**src/hw/pin_ctrl_defs.svh**
```systemverilog
// register offsets, field layouts and reset values of the pin controller
// assumes 32 lines maximum; included by the design and the bench
// Operation
// - ownership enable/disable registers with status readback
// - owned line forces peripheral input to default
// - output enable/disable registers, status readable
// - direction acts only under controller ownership
// - set/clear output level, status readable
// - owned non-output line is not driven
// - peripheral-owned line follows peripheral drive, direction
// - pin level always readable
// - glitch filter enable/disable with status
// - filter works under either ownership
// - irq enable/disable update readable mask
// - any level change sets status bit
// - irq asserted when masked status pending
// - status read returns flags then clears
// - all registers 32 bits, fixed bit mapping
// - missing lines ignore writes, read zero
// - open drain drives low only
// - open drain enable/disable/status, any ownership
// - slave selects bits 14, 21 default one
// - reset: all owned inputs except bit 25
// - per-line fixed default level table
// - one interrupt output per instance
`ifndef PIN_CTRL_DEFS_SVH
`define PIN_CTRL_DEFS_SVH

`define OFS_OWN_EN 8'h00
`define OFS_OWN_DIS 8'h04
`define OFS_OWN_STAT 8'h08
`define OFS_OUT_EN 8'h10
`define OFS_OUT_DIS 8'h14
`define OFS_OUT_STAT 8'h18
`define OFS_FLT_EN 8'h20
`define OFS_FLT_DIS 8'h24
`define OFS_FLT_STAT 8'h28
`define OFS_LVL_SET 8'h30
`define OFS_LVL_CLR 8'h34
`define OFS_LVL_STAT 8'h38
`define OFS_PIN_STAT 8'h3c
`define OFS_IRQ_EN 8'h40
`define OFS_IRQ_DIS 8'h44
`define OFS_IRQ_MASK 8'h48
`define OFS_IRQ_STAT 8'h4c
`define OFS_OD_EN 8'h50
`define OFS_OD_DIS 8'h54
`define OFS_OD_STAT 8'h58

`define LINES_EXIST 32'h3fffffff
`define OWN_RESET 32'h3dffffff
`define PERIPH_DEFAULT 32'h00204000
`define ZERO32 32'h00000000
`define RESP_OKAY 2'h0
`define RESP_SLVERR 2'h2
`define FILTER_LEN 2'h2

`endif

```
**src/hw/pin_ctrl_pkg.sv**
```systemverilog
// types shared by the pin controller and its bench
// assumes the constants header is included where numbers are needed
package pin_ctrl_pkg;
    typedef logic [31:0] word_t;
    typedef enum logic [1:0] {BUS_IDLE, BUS_WRESP, BUS_RRESP} bus_state_t;
endpackage

```
**src/hw/parallel_io_pin_controller.sv**
```systemverilog
// per-line pin controller with axi4-lite register slave
// assumes pins are synchronous to sys_clk; one write or read at a time
`timescale 1ns/1ns
`include "pin_ctrl_defs.svh"

module parallel_io_pin_controller
    import pin_ctrl_pkg::*;
#(
    parameter logic [31:0] LINE_MASK = `LINES_EXIST,
    parameter logic [31:0] OWN_INIT = `OWN_RESET,
    parameter logic [31:0] OFF_LEVEL = `PERIPH_DEFAULT
) (
    // clock and reset
    input wire logic sys_clk,
    input wire logic nrst,
    // axi4-lite write address and data
    input wire logic [7:0] awaddr,
    input wire logic awvalid,
    output logic awready,
    input wire logic [31:0] wdata,
    input wire logic [3:0] wstrb,
    input wire logic wvalid,
    output logic wready,
    output logic [1:0] bresp,
    output logic bvalid,
    input wire logic bready,
    // axi4-lite read
    input wire logic [7:0] araddr,
    input wire logic arvalid,
    output logic arready,
    output logic [31:0] rdata,
    output logic [1:0] rresp,
    output logic rvalid,
    input wire logic rready,
    // pins
    input wire logic [31:0] pinIn,
    output logic [31:0] pinOut,
    output logic [31:0] pinOe,
    // peripheral side
    input wire logic [31:0] periphOut,
    input wire logic [31:0] periphOe,
    output logic [31:0] periphIn,
    // interrupt
    output logic changeIrq
);

    word_t ownStat, outStat, lvlStat, fltStat, irqMask, irqStat, odStat;
    word_t next_ownStat, next_outStat, next_lvlStat, next_fltStat;
    word_t next_irqMask, next_irqStat, next_odStat;
    word_t pinLevel, next_pinLevel, lastLevel, next_lastLevel;
    word_t fltPrev, next_fltPrev;
    logic [1:0] fltCnt [32];
    logic [1:0] next_fltCnt [32];
    word_t next_pinOut, next_pinOe, next_periphIn;
    logic next_changeIrq;
    bus_state_t state, next_state;
    logic haveAw, next_haveAw, haveW, next_haveW;
    logic [7:0] wAddr, next_wAddr;
    word_t wData, next_wData;
    logic wStrbAll, next_wStrbAll;
    logic next_awready, next_wready, next_bvalid, next_arready, next_rvalid;
    logic [1:0] next_bresp, next_rresp;
    word_t next_rdata;
    logic primed, next_primed;

    function automatic logic known_read(input logic [7:0] a);
        known_read = a inside {`OFS_OWN_STAT, `OFS_OUT_STAT, `OFS_FLT_STAT,
            `OFS_LVL_STAT, `OFS_PIN_STAT, `OFS_IRQ_MASK, `OFS_IRQ_STAT,
            `OFS_OD_STAT};
    endfunction

    function automatic logic known_write(input logic [7:0] a);
        known_write = a inside {`OFS_OWN_EN, `OFS_OWN_DIS, `OFS_OUT_EN,
            `OFS_OUT_DIS, `OFS_FLT_EN, `OFS_FLT_DIS, `OFS_LVL_SET,
            `OFS_LVL_CLR, `OFS_IRQ_EN, `OFS_IRQ_DIS, `OFS_OD_EN,
            `OFS_OD_DIS};
    endfunction

    // applies an enable/disable pair to a status word
    function automatic word_t set_clr(input word_t cur, input logic hit_en,
            input logic hit_dis, input word_t d);
        word_t m;
        m = d & LINE_MASK;
        set_clr = cur;
        if (hit_en) begin
            set_clr = cur | m;
        end
        if (hit_dis) begin
            set_clr = cur & ~m;
        end
    endfunction

    logic doWrite, doRead;
    assign doWrite = (state == BUS_IDLE) && haveAw && haveW;
    assign doRead = (state == BUS_IDLE) && !doWrite && arvalid && arready;

    // bus channel handling
    always_comb begin
        next_state = state;
        next_haveAw = haveAw;
        next_haveW = haveW;
        next_wAddr = wAddr;
        next_wData = wData;
        next_wStrbAll = wStrbAll;
        next_awready = awready;
        next_wready = wready;
        next_arready = arready;
        next_bvalid = bvalid;
        next_bresp = bresp;
        next_rvalid = rvalid;
        next_rresp = rresp;
        next_rdata = rdata;
        if (awvalid && awready) begin
            next_haveAw = 1'b1;
            next_wAddr = awaddr;
            next_awready = 1'b0;
        end
        if (wvalid && wready) begin
            next_haveW = 1'b1;
            next_wData = wdata;
            next_wStrbAll = &wstrb;
            next_wready = 1'b0;
        end
        unique case (state)
            BUS_IDLE: begin
                if (doWrite) begin
                    next_state = BUS_WRESP;
                    next_bvalid = 1'b1;
                    next_bresp = known_write(wAddr) ? `RESP_OKAY
                                                    : `RESP_SLVERR;
                    next_arready = 1'b0;
                end else if (doRead) begin
                    next_state = BUS_RRESP;
                    next_arready = 1'b0;
                    next_rvalid = 1'b1;
                    next_rresp = known_read(araddr) ? `RESP_OKAY
                                                    : `RESP_SLVERR;
                    unique case (araddr)
                        `OFS_OWN_STAT: next_rdata = ownStat;
                        `OFS_OUT_STAT: next_rdata = outStat;
                        `OFS_FLT_STAT: next_rdata = fltStat;
                        `OFS_LVL_STAT: next_rdata = lvlStat;
                        `OFS_PIN_STAT: next_rdata = pinLevel & LINE_MASK;
                        `OFS_IRQ_MASK: next_rdata = irqMask;
                        `OFS_IRQ_STAT: next_rdata = irqStat;
                        `OFS_OD_STAT: next_rdata = odStat;
                        default: next_rdata = `ZERO32;
                    endcase
                end
            end
            BUS_WRESP: begin
                if (bready) begin
                    next_bvalid = 1'b0;
                    next_haveAw = 1'b0;
                    next_haveW = 1'b0;
                    next_awready = 1'b1;
                    next_wready = 1'b1;
                    next_arready = 1'b1;
                    next_state = BUS_IDLE;
                end
            end
            BUS_RRESP: begin
                if (rready) begin
                    next_rvalid = 1'b0;
                    next_arready = 1'b1;
                    next_state = BUS_IDLE;
                end
            end
        endcase
        // no read handshake while a complete write waits to be applied
        if (next_haveAw && next_haveW) begin
            next_arready = 1'b0;
        end
    end

    // configuration state and pin datapath
    always_comb begin
        logic wr;
        word_t change, d;
        wr = doWrite && wStrbAll;
        d = wData;
        next_ownStat = set_clr(ownStat, wr && wAddr == `OFS_OWN_EN,
            wr && wAddr == `OFS_OWN_DIS, d);
        next_outStat = set_clr(outStat, wr && wAddr == `OFS_OUT_EN,
            wr && wAddr == `OFS_OUT_DIS, d);
        next_fltStat = set_clr(fltStat, wr && wAddr == `OFS_FLT_EN,
            wr && wAddr == `OFS_FLT_DIS, d);
        next_lvlStat = set_clr(lvlStat, wr && wAddr == `OFS_LVL_SET,
            wr && wAddr == `OFS_LVL_CLR, d);
        next_irqMask = set_clr(irqMask, wr && wAddr == `OFS_IRQ_EN,
            wr && wAddr == `OFS_IRQ_DIS, d);
        next_odStat = set_clr(odStat, wr && wAddr == `OFS_OD_EN,
            wr && wAddr == `OFS_OD_DIS, d);
        // filter: level must hold four cycles before it is taken
        next_fltPrev = pinIn;
        next_pinLevel = pinLevel;
        for (int i = 0; i < 32; i++) begin
            next_fltCnt[i] = fltCnt[i];
            if (!fltStat[i]) begin
                next_pinLevel[i] = pinIn[i];
                next_fltCnt[i] = 2'h0;
            end else if (pinIn[i] != fltPrev[i]) begin
                next_fltCnt[i] = 2'h0;
            end else if (fltCnt[i] != `FILTER_LEN) begin
                next_fltCnt[i] = fltCnt[i] + 2'h1;
            end else begin
                next_pinLevel[i] = pinIn[i];
            end
        end
        // first sample after reset seeds the edge detector: no false change
        next_lastLevel = primed ? pinLevel : next_pinLevel;
        change = primed ? ((pinLevel ^ lastLevel) & LINE_MASK) : `ZERO32;
        next_primed = 1'b1;
        // set wins over the clear on read
        next_irqStat = ((doRead && araddr == `OFS_IRQ_STAT) ? `ZERO32
                                                            : irqStat)
            | change;
        next_changeIrq = |(next_irqStat & next_irqMask);
        next_periphIn = (ownStat & OFF_LEVEL)
            | (~ownStat & pinLevel);
        for (int i = 0; i < 32; i++) begin
            logic lvl, drv;
            lvl = ownStat[i] ? lvlStat[i] : periphOut[i];
            drv = ownStat[i] ? outStat[i] : periphOe[i];
            if (odStat[i]) begin
                drv = drv && !lvl;
            end
            next_pinOut[i] = odStat[i] ? 1'b0 : lvl;
            next_pinOe[i] = drv && LINE_MASK[i];
        end
    end

    always_ff @(posedge sys_clk or negedge nrst) begin
        if (!nrst) begin
            state <= BUS_IDLE;
            haveAw <= 1'b0;
            haveW <= 1'b0;
            wAddr <= 8'h00;
            wData <= `ZERO32;
            wStrbAll <= 1'b0;
            awready <= 1'b1;
            wready <= 1'b1;
            arready <= 1'b1;
            bvalid <= 1'b0;
            bresp <= `RESP_OKAY;
            rvalid <= 1'b0;
            rresp <= `RESP_OKAY;
            rdata <= `ZERO32;
            ownStat <= OWN_INIT;
            outStat <= `ZERO32;
            lvlStat <= `ZERO32;
            fltStat <= `ZERO32;
            irqMask <= `ZERO32;
            irqStat <= `ZERO32;
            odStat <= `ZERO32;
            pinLevel <= `ZERO32;
            lastLevel <= `ZERO32;
            fltPrev <= `ZERO32;
            for (int i = 0; i < 32; i++) begin
                fltCnt[i] <= 2'h0;
            end
            primed <= 1'b0;
            pinOut <= `ZERO32;
            pinOe <= `ZERO32;
            periphIn <= `ZERO32;
            changeIrq <= 1'b0;
        end else begin
            state <= next_state;
            haveAw <= next_haveAw;
            haveW <= next_haveW;
            wAddr <= next_wAddr;
            wData <= next_wData;
            wStrbAll <= next_wStrbAll;
            awready <= next_awready;
            wready <= next_wready;
            arready <= next_arready;
            bvalid <= next_bvalid;
            bresp <= next_bresp;
            rvalid <= next_rvalid;
            rresp <= next_rresp;
            rdata <= next_rdata;
            ownStat <= next_ownStat;
            outStat <= next_outStat;
            lvlStat <= next_lvlStat;
            fltStat <= next_fltStat;
            irqMask <= next_irqMask;
            irqStat <= next_irqStat;
            odStat <= next_odStat;
            pinLevel <= next_pinLevel;
            lastLevel <= next_lastLevel;
            fltPrev <= next_fltPrev;
            fltCnt <= next_fltCnt;
            primed <= next_primed;
            pinOut <= next_pinOut;
            pinOe <= next_pinOe;
            periphIn <= next_periphIn;
            changeIrq <= next_changeIrq;
        end
    end

    chk_owned_input_default: assert property (
        @(posedge sys_clk) disable iff (!nrst)
        ownStat[0] |=> periphIn[0] == 1'b0)
        else $error("owned line leaks pin to peripheral");
    chk_slave_select_default: assert property (
        @(posedge sys_clk) disable iff (!nrst)
        ownStat[14] && ownStat[21] |=> periphIn[14] && periphIn[21])
        else $error("slave select default not one");
    chk_undriven_input: assert property (
        @(posedge sys_clk) disable iff (!nrst)
        ownStat[3] && !outStat[3] |=> !pinOe[3])
        else $error("owned input line driven");
    chk_open_drain_high: assert property (
        @(posedge sys_clk) disable iff (!nrst)
        pinOe[5] |-> !pinOut[5] || !$past(odStat[5]))
        else $error("open drain line drives high");
    chk_owned_level: assert property (
        @(posedge sys_clk) disable iff (!nrst)
        ownStat[7] && outStat[7] && !odStat[7]
        |=> pinOe[7] && pinOut[7] == $past(lvlStat[7]))
        else $error("owned output level wrong");
    chk_periph_follow: assert property (
        @(posedge sys_clk) disable iff (!nrst)
        !ownStat[25] && !odStat[25]
        |=> pinOut[25] == $past(periphOut[25]) &&
            pinOe[25] == $past(periphOe[25]))
        else $error("peripheral line not followed");
    chk_change_sets_flag: assert property (
        @(posedge sys_clk) disable iff (!nrst)
        primed && pinLevel[1] != lastLevel[1] |=> irqStat[1])
        else $error("level change not flagged");
    chk_irq_output: assert property (
        @(posedge sys_clk) disable iff (!nrst)
        ##1 changeIrq == |(irqStat & irqMask))
        else $error("interrupt output mismatch");
    chk_missing_lines: assert property (
        @(posedge sys_clk) disable iff (!nrst)
        (ownStat[31:30] | outStat[31:30] | irqMask[31:30]) == 2'h0)
        else $error("missing line bits set");
    chk_status_read_clear: assert property (
        @(posedge sys_clk) disable iff (!nrst)
        doRead && araddr == `OFS_IRQ_STAT && pinLevel == lastLevel
        ##1 pinLevel == lastLevel |=> irqStat == `ZERO32)
        else $error("status not cleared by read");
    cov_write: cover property (@(posedge sys_clk) bvalid && bready);
    cov_read: cover property (@(posedge sys_clk) rvalid && rready);
    cov_irq: cover property (@(posedge sys_clk) $rose(changeIrq));
    cov_od: cover property (@(posedge sys_clk) odStat[2] && pinOe[2]);

endmodule

```
**config.mk**
```make
export PLATFORM = sky130hd
export DESIGN_NAME = parallel_io_pin_controller
export DESIGN_NICKNAME = d
export VERILOG_FILES = /design/src/hw/pin_ctrl_pkg.sv /design/src/hw/parallel_io_pin_controller.sv
export VERILOG_INCLUDE_DIRS = /design/src /design/src/hw
export SDC_FILE = /design/constraint.sdc
export NUM_CORES = 1
export LEC_CHECK = 0
export BUFFER_PORTS_ARGS = -buffer_cell sky130_fd_sc_hd__buf_2
export CAP_MARGIN = 20
export CELL_PAD_IN_SITES_DETAIL_PLACEMENT = 0
export CELL_PAD_IN_SITES_GLOBAL_PLACEMENT = 2
export CORE_MARGIN = 2
export CORE_UTILIZATION = 35
export DETAILED_ROUTE_END_ITERATION = 16
export HOLD_SLACK_MARGIN = 0.02
export PLACE_DENSITY = 0.79
export REMOVE_ABC_BUFFERS = 1
export SLEW_MARGIN = 5
export SYNTH_ARGS = -nofsm -noshare
export SYNTH_HDL_FRONTEND = slang
export SYNTH_SLANG_ARGS = --single-unit
```
**constraint.sdc**
```tcl
create_clock -name sys_clk -period 3.75 [get_ports sys_clk]
set_clock_uncertainty 0.15 [all_clocks]
set_input_delay 0.75 -clock sys_clk [delete_from_list [all_inputs] [get_ports sys_clk]]
set_output_delay 0.75 -clock sys_clk [all_outputs]
set_load 0.05 [all_outputs]
```
==> results.json <==
{
  "outcome": "completed",
  "clk_transition_reported_paths_ns": 0.06,
  "post_cts_resized": 0,
  "criticalPathCategory": "reg -> reg",
  "die_width_um": 262,
  "grt_use_met3": 0.0380,
  "power-per-cell-area_nw_per_um2": 525,
  "die_y_um": 262,
  "synth.area.top_cells": "dfrtp_1, nand2_1, mux2_2",
  "worst_hold_slack_ns": 0.0742,
  "drt.antenna.violating_nets": 0,
  "fmax_ghz": 0.296,
  "wl_um": 69200,
  "antenna_found_initial": 4,
  "dp.final_hpwl_um": 44600,
  "grt.overflow.total": 0,
  "worst_skew_pair_later_pin_latency_ns": 0.62,
  "cts_made_buffers": 59,
  "groute.layer.met2.usage": 0.345,
  "synth.yosys.warnings": 0,
  "fin_util": 0.424,
  "pnr_total_power_mw": 14.7,
  "detail_route.iter0.violations": 1550,
  "type_of_origin_of_the_critical_path": "flop",
  "place.gp.congestion": 0.766,
  "total_leakage_power_nw": 12.3,
  "timing.max_cap.violations": 0,
  "period_minus_slack_ns": 3.38,
  "clock_tree.htree_level_count": 2,
  "slew-limit-headroom": 0.335,
  "dr_total_vias": 17600,
  "maxSlewViolCount": 0,
  "timing.rr.start": "wAddr[7]",
  "timing.critical_path.from": "wAddr[7]",
  "top_usage_layer": "met2",
  "synthToLayoutAreaGrowth_pct": 19.9,
  "fp.dieArea_sq_um": 68700,
  "critical_path_required_ns": 4.07,
  "wire_length_of_the_first_global_routing_pass_um": 106000,
  "effective_utilization_at_floorplan": 0.354,
  "synth_area_sq_um": 23300,
  "cts_tree": "done",
  "final_nets": 2665,
  "insertedDiodeCount": 0,
  "cp-end-kind": "flop",
  "netlist.top_cell.by_area": "dfrtp_1",
  "grtUsageTotal": 0.202,
  "count_of_cells_along_the_worst_hold_path": 1,
  "class_of_the_tightest_hold_or_removal_check": "in -> reg",
  "syn_avg_cell_area_sq_um": 10.7,
  "drcViolationCount": 0,
  "final.setup.tns_ns": 0,
  "r2r.worst_path.cells": 7,
  "netlist.area_leader.share": 0.543,
  "clock_sink_count": 538,
  "synth_enable_flop_cells": 0,
  "groute.layer.met1.usage": 0.266,
  "pre_cts_slack_ns": 0.301,
  "drt_pre_antenna_iters": 6,
  "fp.coreArea_sq_um": 65900,
  "power.ir.vdd_worst_mv": 0.393,
  "fin_crit_sh": 0.902,
  "pin_count_of_the_biggest_net_entering_global_routing": 86,
  "crit_fanout": 32,
  "ys_async_sr_fraction": 1.00,
  "port-buffer-count": 282,
  "synth.distinct_cells": 52,
  "report.final.hold_viol_count": 0,
  "hp-start": "pinIn[31]",
  "synth_flop_cell": "dfrtp_1",
  "synth-seq-cells": 538,
  "drt-vias-per-instance": 5.19,
  "vias_in_the_first_global_route": 17900,
  "fp-row-count": 94,
  "worst-slew-pin-transition_ns": 0.994,
  "drive_above_1_share": 0.218,
  "num_io_pins": 293,
  "postCtsSetupBuffers": 0,
  "setup_viol": 0,
  "setup_repair_after_global_routing_missed_its_margin": "false",
  "synth_seq_area_share": 0.579,
  "cts.path.max_buffers": 3,
  "clock-root-buffer": "clkbuf_16",
  "synthCells": 2188,
  "wire_length_per_cell_after_detailed_routing_um": 20.4,
  "timing.critical_path.arrival_ns": 3.70,
  "least_setup_slack_across_all_paths_after_layout_ns": 0.369
}
[path summary, 6_finish.rpt]
| kind | end | slack [ns] |
|---|---|---|
| max reg2reg | changeIrq | 0.37 |
| max | changeIrq | 0.37 |
| min | pinLevel[31] | 0.07 |
| min reg2reg | periphIn[30] | 0.20 |
| min in group asynchronous | fltPrev[30] | 0.55 |
| max in group asynchronous | async pin | 1.86 |
[area by class of cell]
class                   count  area (sq um)
multi-input cells        1454          9110
flip-flops and latches    538         13500
well taps                 864          1080
inverters                 101           379
clock buffers              95          1770
repair buffers            323          1890
fillers                  6308         37900
clock inverters            16           178
[worst max-delay path, cell delays in order (launching register included)]
cell and delay [ns]:
dfrtp_1 0.37, or4_2 0.70, buf_4 0.33, nor4_1 0.42, mux2_2 0.39, a22o_1 0.25, nor4_1 0.48, nand4_1 0.15
[per-stage QoR]
step                area, sq um  instances
floorplan                 22900       2093
detailed placement        26000       3279
finish                    27900       3391
CTS                       27900       3391
global route              27900       3391
global placement          26000       3279
[placed cells by master (no fill, tap or decap), drive strengths merged, types with 59 or more instances in the layout]
| cell | instances |
|---|---|
| dfrtp | 506 |
| nand2 | 401 |
| buf | 322 |
| nor2 | 159 |
| o21ai | 153 |
| inv | 101 |
| a21oi | 97 |
| mux2 | 96 |
| clkbuf | 95 |
| mux2i | 66 |
| xor2 | 60 |
| a222oi | 60 |
| nor2b | 59 |
[layer usage]
layer	vias to the layer above	part of all wire
li1	8206	-
met1	8784	0.43
met2	492	0.49
met3	98	0.059
met4	6	0.020
met5	-	0.00061
[cells by family after synthesis]
group | count (synthesis) | share of synthesized area
XOR/XNOR | 90 | 0.0338
AO/OA/AOI/OAI | 480 | 0.135
multiplexers | 162 | 0.0747
other | 2 | 0.000322
buffers and inverters | 201 | 0.0340
flip-flops | 538 | 0.579
adder cells (fa/ha/maj) | 33 | 0.0177
AND/OR/NAND/NOR | 682 | 0.125
[synthesized netlist by cell type (32+ instances only)]
cell type / instances
ha_1: 33
mux2i_1: 66
mux2_2: 78
dfstp_2: 32
nor2b_1: 59
clkbuf_1: 76
xor2_1: 60
nor2_1: 159
inv_1: 100
nand2_1: 401
a21oi_1: 97
a22o_1: 42
a222oi_1: 60
dfrtp_1: 506
o21ai_1: 146
[power breakdown]
group	switching, mW	total, mW	internal (mW)
clock network	2.40	5.77	3.37
registers	0.627	6.85	6.22
logic	1.41	2.04	0.622
total	4.44	14.7	10.2
[repair_timing]
action,4_1_cts,5_1_grt
endpoints found under the hold margin,60,0
setup endpoints to repair,0,0
hold buffers,1,0
Power figures use the tool's default switching activity.
